[src/rtl/ecp_pkg.sv]
/*
 * Shared constants, register map and carrier types for the enhanced
 * capture/compare/PWM block.
 * Assumes a 32-bit APB master and a 10 MHz system clock.
 */
package ecp_pkg;
    // Register byte addresses
    localparam logic [7:0] ADDR_CTRL1   = 8'h00; // Unit one control
    localparam logic [7:0] ADDR_CTRL2   = 8'h04; // Unit two control
    localparam logic [7:0] ADDR_CTRL3   = 8'h08; // Unit three control
    localparam logic [7:0] ADDR_CMP1    = 8'h0C; // Unit one compare pair
    localparam logic [7:0] ADDR_CMP2    = 8'h10; // Unit two compare pair
    localparam logic [7:0] ADDR_DUTY    = 8'h14; // Unit three duty low
    localparam logic [7:0] ADDR_PERIOD  = 8'h18; // Period register
    localparam logic [7:0] ADDR_T3CTL   = 8'h1C; // Third timer control
    localparam logic [7:0] ADDR_TIMER1  = 8'h20; // First timer (r/w)
    localparam logic [7:0] ADDR_TIMER3  = 8'h24; // Third timer (r/w)
    localparam logic [7:0] ADDR_STATUS  = 8'h28; // Status (read only)
    localparam logic [7:0] ADDR_DEADBND = 8'h2C; // Dead-band delay
    localparam logic [7:0] ADDR_MISC    = 8'h30; // Prescale, enables

    // Control field positions
    localparam int OCFG_HI = 7;
    localparam int OCFG_LO = 6;
    localparam int DLSB_HI = 5;
    localparam int DLSB_LO = 4;
    localparam int MODE_HI = 3;
    localparam int MODE_LO = 0;

    // Mode field codes
    localparam logic [3:0] MODE_CMP_SWI = 4'hA;
    localparam logic [3:0] MODE_CMP_SET = 4'hB;
    localparam logic [1:0] PWM_MODE_TOP = 2'h3; // Codes 11xx are PWM
    localparam logic [3:0] POL_BIT_AH   = 4'h0; // 1100: all active high

    // Third timer control: bit 3 selects timer three for compare,
    // bit 6 selects the alternate PWM time base
    localparam int T3_CMPSEL_BIT = 3;
    localparam int T3_PWMSEL_BIT = 6;

    // Misc register: bits 1:0 prescale, bit 2 converter enable,
    // bits 4:3 timer enables
    localparam int MISC_ADEN_BIT = 2;
    localparam int MISC_T1EN_BIT = 3;
    localparam int MISC_T3EN_BIT = 4;

    // Prescale counts of 1, 4 and 16
    localparam logic [3:0] PRE_1  = 4'h0;
    localparam logic [3:0] PRE_4  = 4'h3;
    localparam logic [3:0] PRE_16 = 4'hF;

    localparam logic [7:0]  RESET_BYTE = 8'h00;
    localparam logic [15:0] RESET_WORD = 16'h0000;

    // Output configuration codes
    typedef enum logic [1:0] {
        OC_SINGLE = 2'b00,
        OC_FWD    = 2'b01,
        OC_HALF   = 2'b10,
        OC_REV    = 2'b11
    } ecp_ocfg_t;

    // Buffered PWM settings, loaded together at the period boundary
    typedef struct packed {
        logic [9:0] duty;
        ecp_ocfg_t  ocfg;
        logic [1:0] pol;
        logic       run;
    } ecp_pwm_set_t;
endpackage

[src/rtl/ecp_top.sv]
/*
 * Enhanced capture/compare/PWM block: special event trigger compare for
 * units one and two, and a four-output enhanced PWM on unit three.
 * Assumes an APB master on CLK and pins already set as outputs by
 * software; the standard unit four output arrives as a same-clock input.
 */
// Decided for this implementation: the placing of the registers and the APB register port.
// Operation
// Quad PWM output D overrides standard unit four
// Output config bits 7:6, mode bits 3:0
// Units one, two trigger on compare match
// Trigger mode code is 1011
// Trigger resets selected first/third timer
// Unit two trigger starts conversion if enabled
// Other units treat 1011 as 1010
// Unit two trigger sets no timer flag
// Four outputs A-D, selectable polarity
// Time base chosen by third timer control
// PWM settings double-buffered at period boundary
// Dead-band loads at first duty or period edge
// PWM starts only after timer reset
// Software clears pin direction bits itself
// Period is (period+1)*4*Tosc*prescale
// On period match clear timer, set output, copy duty
// Postscaler does not affect PWM period
// Duty is ten bits, low bits control 5:4
// Clear output on duty match, never beyond period
// Output config selects single, half, forward, reverse
// Prescale is 1, 4 or 16
`timescale 1ns/1ns
module ecp_top (
    input  wire logic        CLK,
    input  wire logic        RESET_N,
    input  wire logic        CE,
    input  wire logic        PSEL,
    input  wire logic        PENABLE,
    input  wire logic        PWRITE,
    input  wire logic [7:0]  PADDR,
    input  wire logic [31:0] PWDATA,
    output logic      [31:0] PRDATA,
    output logic             PREADY,
    output logic             PSLVERR,
    input  wire logic        STD4_OUT,
    output logic             STD4_PIN,
    output logic [3:0]       PWM_OUT,
    output logic             TRIG_ONE,
    output logic             TRIG_TWO,
    output logic             ADC_START,
    output logic             FIRST_TIMER_IF,
    output logic             THIRD_TIMER_IF
);
    logic [7:0]  ctrl [3];
    logic [15:0] cmp [2];
    logic [7:0]  duty_low;
    logic [7:0]  period_reg;
    logic [7:0]  t3ctl;
    logic [7:0]  misc;
    logic [6:0]  deadband;
    logic [6:0]  deadband_act;
    logic [15:0] first_timer;
    logic [15:0] third_timer;
    logic [7:0]  pwm_timebase;
    logic [7:0]  alt_pwm_timebase;
    logic [3:0]  pre_cnt;
    logic [1:0]  qclk;
    logic [7:0]  duty_buffer_reg;
    logic [1:0]  duty_latch;
    logic        pwm_level;
    ecp_pkg::ecp_pwm_set_t act;
    logic [1:0]  trig;
    logic        wr_en;
    logic        rd_en;
    logic        hit;
    logic [31:0] rdata;

    // Bus strobes: zero-wait slave, every access done in one access cycle
    assign wr_en = CE && PSEL && PENABLE && PWRITE;
    assign rd_en = CE && PSEL && PENABLE && !PWRITE;

    // Register write port
    always_ff @(posedge CLK) begin
        if (!RESET_N) begin
            for (int i = 0; i < 3; i++) ctrl[i] <= ecp_pkg::RESET_BYTE;
            cmp[0]     <= ecp_pkg::RESET_WORD;
            cmp[1]     <= ecp_pkg::RESET_WORD;
            duty_low   <= ecp_pkg::RESET_BYTE;
            period_reg <= ecp_pkg::RESET_BYTE;
            t3ctl      <= ecp_pkg::RESET_BYTE;
            misc       <= ecp_pkg::RESET_BYTE;
            deadband   <= 7'h00;
        end else if (wr_en) begin
            case (PADDR)
                ecp_pkg::ADDR_CTRL1:   ctrl[0] <= PWDATA[7:0];
                ecp_pkg::ADDR_CTRL2:   ctrl[1] <= PWDATA[7:0];
                ecp_pkg::ADDR_CTRL3:   ctrl[2] <= PWDATA[7:0];
                ecp_pkg::ADDR_CMP1:    cmp[0] <= PWDATA[15:0];
                ecp_pkg::ADDR_CMP2:    cmp[1] <= PWDATA[15:0];
                ecp_pkg::ADDR_DUTY:    duty_low <= PWDATA[7:0];
                ecp_pkg::ADDR_PERIOD:  period_reg <= PWDATA[7:0];
                ecp_pkg::ADDR_T3CTL:   t3ctl <= PWDATA[7:0];
                ecp_pkg::ADDR_MISC:    misc <= PWDATA[7:0];
                ecp_pkg::ADDR_DEADBND: deadband <= PWDATA[6:0];
                default: ;
            endcase
        end
    end

    // Read mux; unmapped addresses read zero and flag an error
    always_comb begin
        rdata = 32'h0000_0000;
        hit   = 1'b1;
        case (PADDR)
            ecp_pkg::ADDR_CTRL1:   rdata[7:0]  = ctrl[0];
            ecp_pkg::ADDR_CTRL2:   rdata[7:0]  = ctrl[1];
            ecp_pkg::ADDR_CTRL3:   rdata[7:0]  = ctrl[2];
            ecp_pkg::ADDR_CMP1:    rdata[15:0] = cmp[0];
            ecp_pkg::ADDR_CMP2:    rdata[15:0] = cmp[1];
            ecp_pkg::ADDR_DUTY:    rdata[17:0] = {duty_latch, duty_buffer_reg, duty_low};
            ecp_pkg::ADDR_PERIOD:  rdata[7:0]  = period_reg;
            ecp_pkg::ADDR_T3CTL:   rdata[7:0]  = t3ctl;
            ecp_pkg::ADDR_TIMER1:  rdata[15:0] = first_timer;
            ecp_pkg::ADDR_TIMER3:  rdata[15:0] = third_timer;
            ecp_pkg::ADDR_STATUS:  rdata[3:0]  = {act.run, THIRD_TIMER_IF, FIRST_TIMER_IF, pwm_level};
            ecp_pkg::ADDR_DEADBND: rdata[6:0]  = deadband_act;
            ecp_pkg::ADDR_MISC:    rdata[7:0]  = misc;
            default:               hit = 1'b0;
        endcase
    end

    // Registered bus answer, so outputs come from flops
    always_ff @(posedge CLK) begin
        if (!RESET_N) begin
            PRDATA  <= 32'h0000_0000;
            PREADY  <= 1'b0;
            PSLVERR <= 1'b0;
        end else if (CE) begin
            PREADY  <= PSEL && !PENABLE;
            PSLVERR <= PSEL && !PENABLE && !hit;
            if (PSEL && !PENABLE) PRDATA <= rdata;
        end
    end

    // Compare trigger per enhanced unit one and two; units three and the
    // standard units have no trigger, so 1011 acts as plain compare there
    genvar g;
    generate
        for (g = 0; g < 2; g++) begin : g_trig
            logic [15:0] sel_t;
            assign sel_t = t3ctl[ecp_pkg::T3_CMPSEL_BIT] ? third_timer : first_timer;
            assign trig[g] = (ctrl[g][ecp_pkg::MODE_HI:ecp_pkg::MODE_LO]
                              == ecp_pkg::MODE_CMP_SET) && (cmp[g] == sel_t);
        end
    endgenerate

    // Trigger and conversion pulses
    always_ff @(posedge CLK) begin
        if (!RESET_N) begin
            TRIG_ONE  <= 1'b0;
            TRIG_TWO  <= 1'b0;
            ADC_START <= 1'b0;
        end else if (CE) begin
            TRIG_ONE  <= trig[0];
            TRIG_TWO  <= trig[1];
            ADC_START <= trig[1] && misc[ecp_pkg::MISC_ADEN_BIT];
        end
    end

    // 16-bit timers; trigger resets the selected one, overflow sets its flag.
    // The flag is sticky and cleared by writing the timer.
    always_ff @(posedge CLK) begin
        if (!RESET_N) begin
            first_timer <= ecp_pkg::RESET_WORD;
            third_timer <= ecp_pkg::RESET_WORD;
            FIRST_TIMER_IF     <= 1'b0;
            THIRD_TIMER_IF     <= 1'b0;
        end else if (CE) begin
            if (wr_en && PADDR == ecp_pkg::ADDR_TIMER1) begin
                first_timer <= PWDATA[15:0];
                FIRST_TIMER_IF     <= 1'b0;
            end else if ((|trig) && !t3ctl[ecp_pkg::T3_CMPSEL_BIT]) begin
                first_timer <= ecp_pkg::RESET_WORD;
            end else if (misc[ecp_pkg::MISC_T1EN_BIT]) begin
                first_timer <= first_timer + 16'h0001;
                if (&first_timer) FIRST_TIMER_IF <= 1'b1;
            end
            if (wr_en && PADDR == ecp_pkg::ADDR_TIMER3) begin
                third_timer <= PWDATA[15:0];
                THIRD_TIMER_IF     <= 1'b0;
            end else if ((|trig) && t3ctl[ecp_pkg::T3_CMPSEL_BIT]) begin
                third_timer <= ecp_pkg::RESET_WORD;
            end else if (misc[ecp_pkg::MISC_T3EN_BIT]) begin
                third_timer <= third_timer + 16'h0001;
                if (&third_timer) THIRD_TIMER_IF <= 1'b1;
            end
        end
    end

    // PWM time base: one Q step per prescale count of clocks, one timer tick per four Q steps,
    // so four clocks times prescale. One clock stands for one Tosc here.
    logic [3:0] pre_max;
    logic       q_wrap;
    logic       tick;
    logic       alt_sel;
    logic [7:0] tb;
    logic       pwm_mode;
    logic       at_period;
    assign pre_max = (misc[1:0] == 2'b00) ? ecp_pkg::PRE_1 :
                     (misc[1:0] == 2'b01) ? ecp_pkg::PRE_4 : ecp_pkg::PRE_16;
    assign q_wrap    = (pre_cnt == pre_max);
    assign tick      = q_wrap && (qclk == 2'b11);
    assign alt_sel   = t3ctl[ecp_pkg::T3_PWMSEL_BIT];
    assign tb        = alt_sel ? alt_pwm_timebase : pwm_timebase;
    assign pwm_mode  = ctrl[2][ecp_pkg::MODE_HI:ecp_pkg::MODE_HI-1] == ecp_pkg::PWM_MODE_TOP;
    assign at_period = tick && (tb == period_reg);

    // Prescale counter and Q clock
    always_ff @(posedge CLK) begin
        if (!RESET_N) begin
            pre_cnt <= 4'h0;
            qclk    <= 2'b00;
        end else if (CE) begin
            if (q_wrap) begin
                pre_cnt <= 4'h0;
                qclk    <= qclk + 2'b01;
            end else begin
                pre_cnt <= pre_cnt + 4'h1;
            end
        end
    end

    // Both time bases share the prescaler; the unselected one idles
    always_ff @(posedge CLK) begin
        if (!RESET_N) begin
            pwm_timebase     <= ecp_pkg::RESET_BYTE;
            alt_pwm_timebase <= ecp_pkg::RESET_BYTE;
        end else if (CE && tick) begin
            if (!alt_sel) pwm_timebase <= at_period ? 8'h00 : pwm_timebase + 8'h01;
            if (alt_sel) alt_pwm_timebase <= at_period ? 8'h00 : alt_pwm_timebase + 8'h01;
        end
    end

    // Double buffer: duty, output config, polarity and run load only at the period boundary, so the
    // module cannot start mid-period and lags standard PWM by one cycle
    always_ff @(posedge CLK) begin
        if (!RESET_N) begin
            act             <= '0;
            duty_buffer_reg <= ecp_pkg::RESET_BYTE;
            duty_latch      <= 2'b00;
        end else if (CE && at_period) begin
            act.duty <= {duty_low, ctrl[2][ecp_pkg::DLSB_HI:ecp_pkg::DLSB_LO]};
            act.ocfg <= ecp_pkg::ecp_ocfg_t'(ctrl[2][ecp_pkg::OCFG_HI:ecp_pkg::OCFG_LO]);
            act.pol  <= ctrl[2][1:0];
            act.run  <= pwm_mode;
            duty_buffer_reg <= duty_low;
            duty_latch      <= ctrl[2][ecp_pkg::DLSB_HI:ecp_pkg::DLSB_LO];
        end
    end

    // Dead-band loads at both the period and the duty boundary. The match is taken
    // at the end of the Q step before the duty count, so the registered
    // level falls exactly duty Q steps after the period start
    logic duty_hit;
    assign duty_hit = ({tb, qclk} == (act.duty - 10'h001)) && q_wrap;
    always_ff @(posedge CLK) begin
        if (!RESET_N) deadband_act <= 7'h00;
        else if (CE && (at_period || duty_hit)) deadband_act <= deadband;
    end

    // Raw PWM level: set at period start unless duty is zero, cleared on
    // duty match; a duty beyond the period never matches
    always_ff @(posedge CLK) begin
        if (!RESET_N) begin
            pwm_level <= 1'b0;
        end else if (CE) begin
            if (at_period) begin
                pwm_level <= pwm_mode
                    && ({duty_low, ctrl[2][ecp_pkg::DLSB_HI:ecp_pkg::DLSB_LO]} != 10'h000);
            end else if (act.run && duty_hit) begin
                pwm_level <= 1'b0;
            end
        end
    end

    // Output steering per configuration and polarity; pol bit 1 inverts
    // A and C, bit 0 inverts B and D
    logic [3:0] act_lvl;
    always_comb begin
        act_lvl = 4'b0000;
        if (act.run) begin
            case (act.ocfg)
                ecp_pkg::OC_SINGLE: act_lvl = {3'b000, pwm_level};
                ecp_pkg::OC_HALF:   act_lvl = {2'b00, !pwm_level, pwm_level};
                ecp_pkg::OC_FWD:    act_lvl = {pwm_level, 2'b00, 1'b1};
                ecp_pkg::OC_REV:    act_lvl = {1'b0, 1'b1, pwm_level, 1'b0};
                default:            act_lvl = 4'b0000;
            endcase
        end
    end

    // Output flops, including the pin shared with standard unit four
    logic quad;
    assign quad = act.run && act.ocfg[0];
    always_ff @(posedge CLK) begin
        if (!RESET_N) begin
            PWM_OUT  <= 4'b0000;
            STD4_PIN <= 1'b0;
        end else if (CE) begin
            PWM_OUT  <= act_lvl ^ {act.pol[0], act.pol[1], act.pol[0], act.pol[1]};
            STD4_PIN <= quad ? (act_lvl[3] ^ act.pol[0]) : STD4_OUT;
        end
    end
endmodule // ecp_top

[config.mk]
export PLATFORM = sky130hd
export DESIGN_NAME = ecp_top
export DESIGN_NICKNAME = d
export VERILOG_FILES = /design/src/rtl/ecp_pkg.sv /design/src/rtl/ecp_top.sv
export SDC_FILE = /design/constraint.sdc
export NUM_CORES = 1
export LEC_CHECK = 0
export BUFFER_PORTS_ARGS = -buffer_cell sky130_fd_sc_hd__buf_2
export CAP_MARGIN = 10
export CORE_MARGIN = 3
export CORE_UTILIZATION = 65
export DETAILED_ROUTE_END_ITERATION = 8
export GPL_ROUTABILITY_DRIVEN = 1
export GPL_TIMING_DRIVEN = 1
export HOLD_SLACK_MARGIN = 0.06
export PLACE_DENSITY = 0.86
export SLEW_MARGIN = 20
export SYNTH_ARGS = -nofsm -noshare
export SYNTH_HDL_FRONTEND = slang
export SYNTH_SLANG_ARGS = --single-unit
[constraint.sdc]
create_clock -name CLK -period 7.6 [get_ports CLK]
set_input_delay 0.38 -clock CLK [delete_from_list [all_inputs] [get_ports CLK]]
set_output_delay 0.38 -clock CLK [all_outputs]
set_load 0.02 [all_outputs]
==> flow_summary.json <==
{
  "status": "finished, final reports clean",
  "drt_first_pass_iters": 7,
  "grt_overflow": 0,
  "die_h_microns": 135,
  "rows": 46,
  "ys_ff_latch": 202,
  "crit_path_top_delay_cell": "o32ai_4",
  "rsz0062_at_grt": "false",
  "netlist_area_sq_um": 10900,
  "finalNetCount": 1298,
  "crit_path_end_kind": "flip-flop",
  "grtUsageMet1_pct": 49.0,
  "setup_viol_count_final": 0,
  "grt_pass1_wl_mm": 51.8,
  "clkLatencyLatePin_ps": 520,
  "pin_count": 91,
  "fmax_mhz": 255,
  "cts.sinks": 202,
  "skew_ps": 22.4,
  "use_met3_pct": 11.3,
  "drv_slew": 0,
  "coreArea_sq_um": 16100,
  "postRouteAntennaNets": 0,
  "p_leak_uw": 0.00413,
  "critPathMaxStageDelay_ps": 950,
  "cts-resized-gates": 0,
  "fin_crit_ps": 3910,
  "synth_top_area_share_pct": 26.9,
  "htreeDepth": 1,
  "fin_tns_setup_ps": 0,
  "use_met2_pct": 52.9,
  "n_antenna_cell": 0,
  "reg_top3": "cmp x32, ctrl x24, PRDATA x18",
  "worstPathMaxFanout": 26,
  "synth_ff_type": "dfxtp_1",
  "cts_buffers": 22,
  "min_path_type": "in2reg",
  "antenna_found_initial": 0,
  "max_slew.worst_pin.slew_ps": 1050,
  "wl_mm": 33.3,
  "cts_tree": "built",
  "ys_async_sr_fraction_pct": 0,
  "vias_per_cell": 6.83,
  "top_usage_layer": "met2",
  "dp_hpwl_mm": 22.7,
  "crit_required_ps": 7990,
  "slew_headroom_pct": 29.9,
  "startpoint_type": "flip-flop",
  "synth_top_cell_by_area": "dfxtp_1",
  "vias": 10100,
  "fp.dieW_microns": 135,
  "gp_congestion": 0.957,
  "synth-seq-area-share_pct": 42.3,
  "regMostFlops": "cmp",
  "final-hold-violation-count": 0,
  "post_cts_buffers": 0,
  "grt_usage_pct": 35.8,
  "largest_register_ffs": 32,
  "start_util_pct": 67.5,
  "clockBufferDepth": 3,
  "hold_ws_ps": 259,
  "detail_route.iter0.violations": 1509,
  "cp_data_arrival_time_ps": 4310,
  "syn_avg_cell_area_sq_um": 8.72,
  "cts-hold-fix-buffers": 0,
  "route.detailed.drc": 0,
  "ys_warn_count": 0,
  "maxCapViolCount": 0,
  "path_delay_family": "compound AO/OA/AOI/OAI gates",
  "io_buffers": 60,
  "setup.worst_path.class": "reg2reg",
  "grt_max_degree": 67,
  "syn_inst": 1248,
  "synth_cell_types": 79,
  "fillers": 1174,
  "total_power_uw": 2520,
  "wl_per_cell_microns": 22.6,
  "ir_worst_vdd_v": 0.000278,
  "ys_top_cells_by_area": "dfxtp_1 (27%), edfxtp_1 (15%), nand2_1 (6.1%), a21oi_1 (5.6%), xnor2_1 (4.5%)",
  "clk_pin_slew_ps": 60,
  "synth.most_common_cell": "nand2_1",
  "cts-root-buf": "clkbuf_16",
  "power_density_nw_per_um2": 211,
  "die_area_sq_um": 18300,
  "fin_crit_sh_pct": 51.5,
  "crit_chain": "buf_4 > mux2i_1 > xnor2_1 > nor4_2 > nand3_2 > o32ai_4 > a211oi_1 > o221a_2",
  "synth_common_cells": "nand2_1 (178), dfxtp_1 (146), a21oi_1 (121)",
  "grt_pass1_vias": 9331,
  "synthToLayoutAreaGrowth_pct": 9.45,
  "drive_gt1_share_pct": 11.8,
  "path_buf_inv": 1,
  "synth_edf_count": 56,
  "final_util_pct": 73.9
}
==> worst paths after layout <==
| path | from | to | slack, ps | cells past startpoint |
|---|---|---|---|---|
| max | t3ctl[3] | first_timer[0] | 3690 | 8 |
| min | PWDATA[11] | cmp[0][11] | 260 | 2 |
| max reg2reg | t3ctl[3] | first_timer[0] | 3690 | 8 |
| min reg2reg | deadband[5] | deadband[5] | 450 | 2 |
==> layout make-up <==
type / instances / area [sq um] / share of cell area [%]
Clock inverter: 13 / 220 / 1.85
Inverter: 17 / 65.1 / 0.546
Multi-Input combinational cell: 925 / 5720 / 48.0
Sequential cell: 202 / 4600 / 38.7
Clock buffer: 27 / 611 / 5.13
Timing Repair Buffer: 76 / 420 / 3.53
Tap cell: 216 / 270 / 2.27
==> power breakdown <==
group          switching (uW)  internal [uW]
Clock                     453            775
Sequential               17.7           1130
Combinational             101           41.5
Total                     572           1940
==> cells in the final DEF (no fill, tap or decap), types with 5 or more instances in the layout <==
cell,n
o41ai_1,6
a22oi_1,18
nor2_1,74
o21a_1,11
ha_1,7
inv_1,16
a211oi_1,18
dfxtp_1,146
bufinv_16,6
a221oi_1,14
clkbuf_16,23
xor2_1,23
o21ai_0,32
nor3b_1,6
mux2i_1,32
nand4_1,18
nor4_1,23
and4_1,5
and2_1,30
and3_1,13
xnor2_1,56
nand2_1,178
mux2_2,5
nor3_1,23
a222oi_1,18
clkinv_2,5
nand3_1,67
buf_2,60
a21o_1,7
a21oi_1,121
buf_4,16
o22a_1,14
conb_1,14
edfxtp_1,56
==> per-stage QoR <==
step,setup slack (ps),cell area [sq um],instances
global route,3640,11900,1476
finish,3690,11900,1476
floorplan,5070,10900,1261
global placement,4020,11100,1436
CTS,3900,11900,1476
detailed placement,3920,11100,1436
==> routing by layer <==
metal  vias up  part of all wire, %
li1       4528                    -
met1      4644                   38
met2       758                   42
met3       153                   15
met4         0                  5.5
met5         -                    0
==> kinds of logic (layout without fill, tap and decap cells) <==
family	Yosys count	in the layout	synth area share (%)
AND/OR/NAND/NOR	471	471	21.1
AO/OA/AOI/OAI	315	315	20.0
flip-flops	202	202	42.3
buffers and inverters	134	133	5.71
XOR/XNOR	79	79	6.36
multiplexers	39	39	3.71
adder cells (fa/ha/maj)	7	7	0.805
other	1	14	0.0345
No activity file was read; power rests on OpenSTA's default activity.
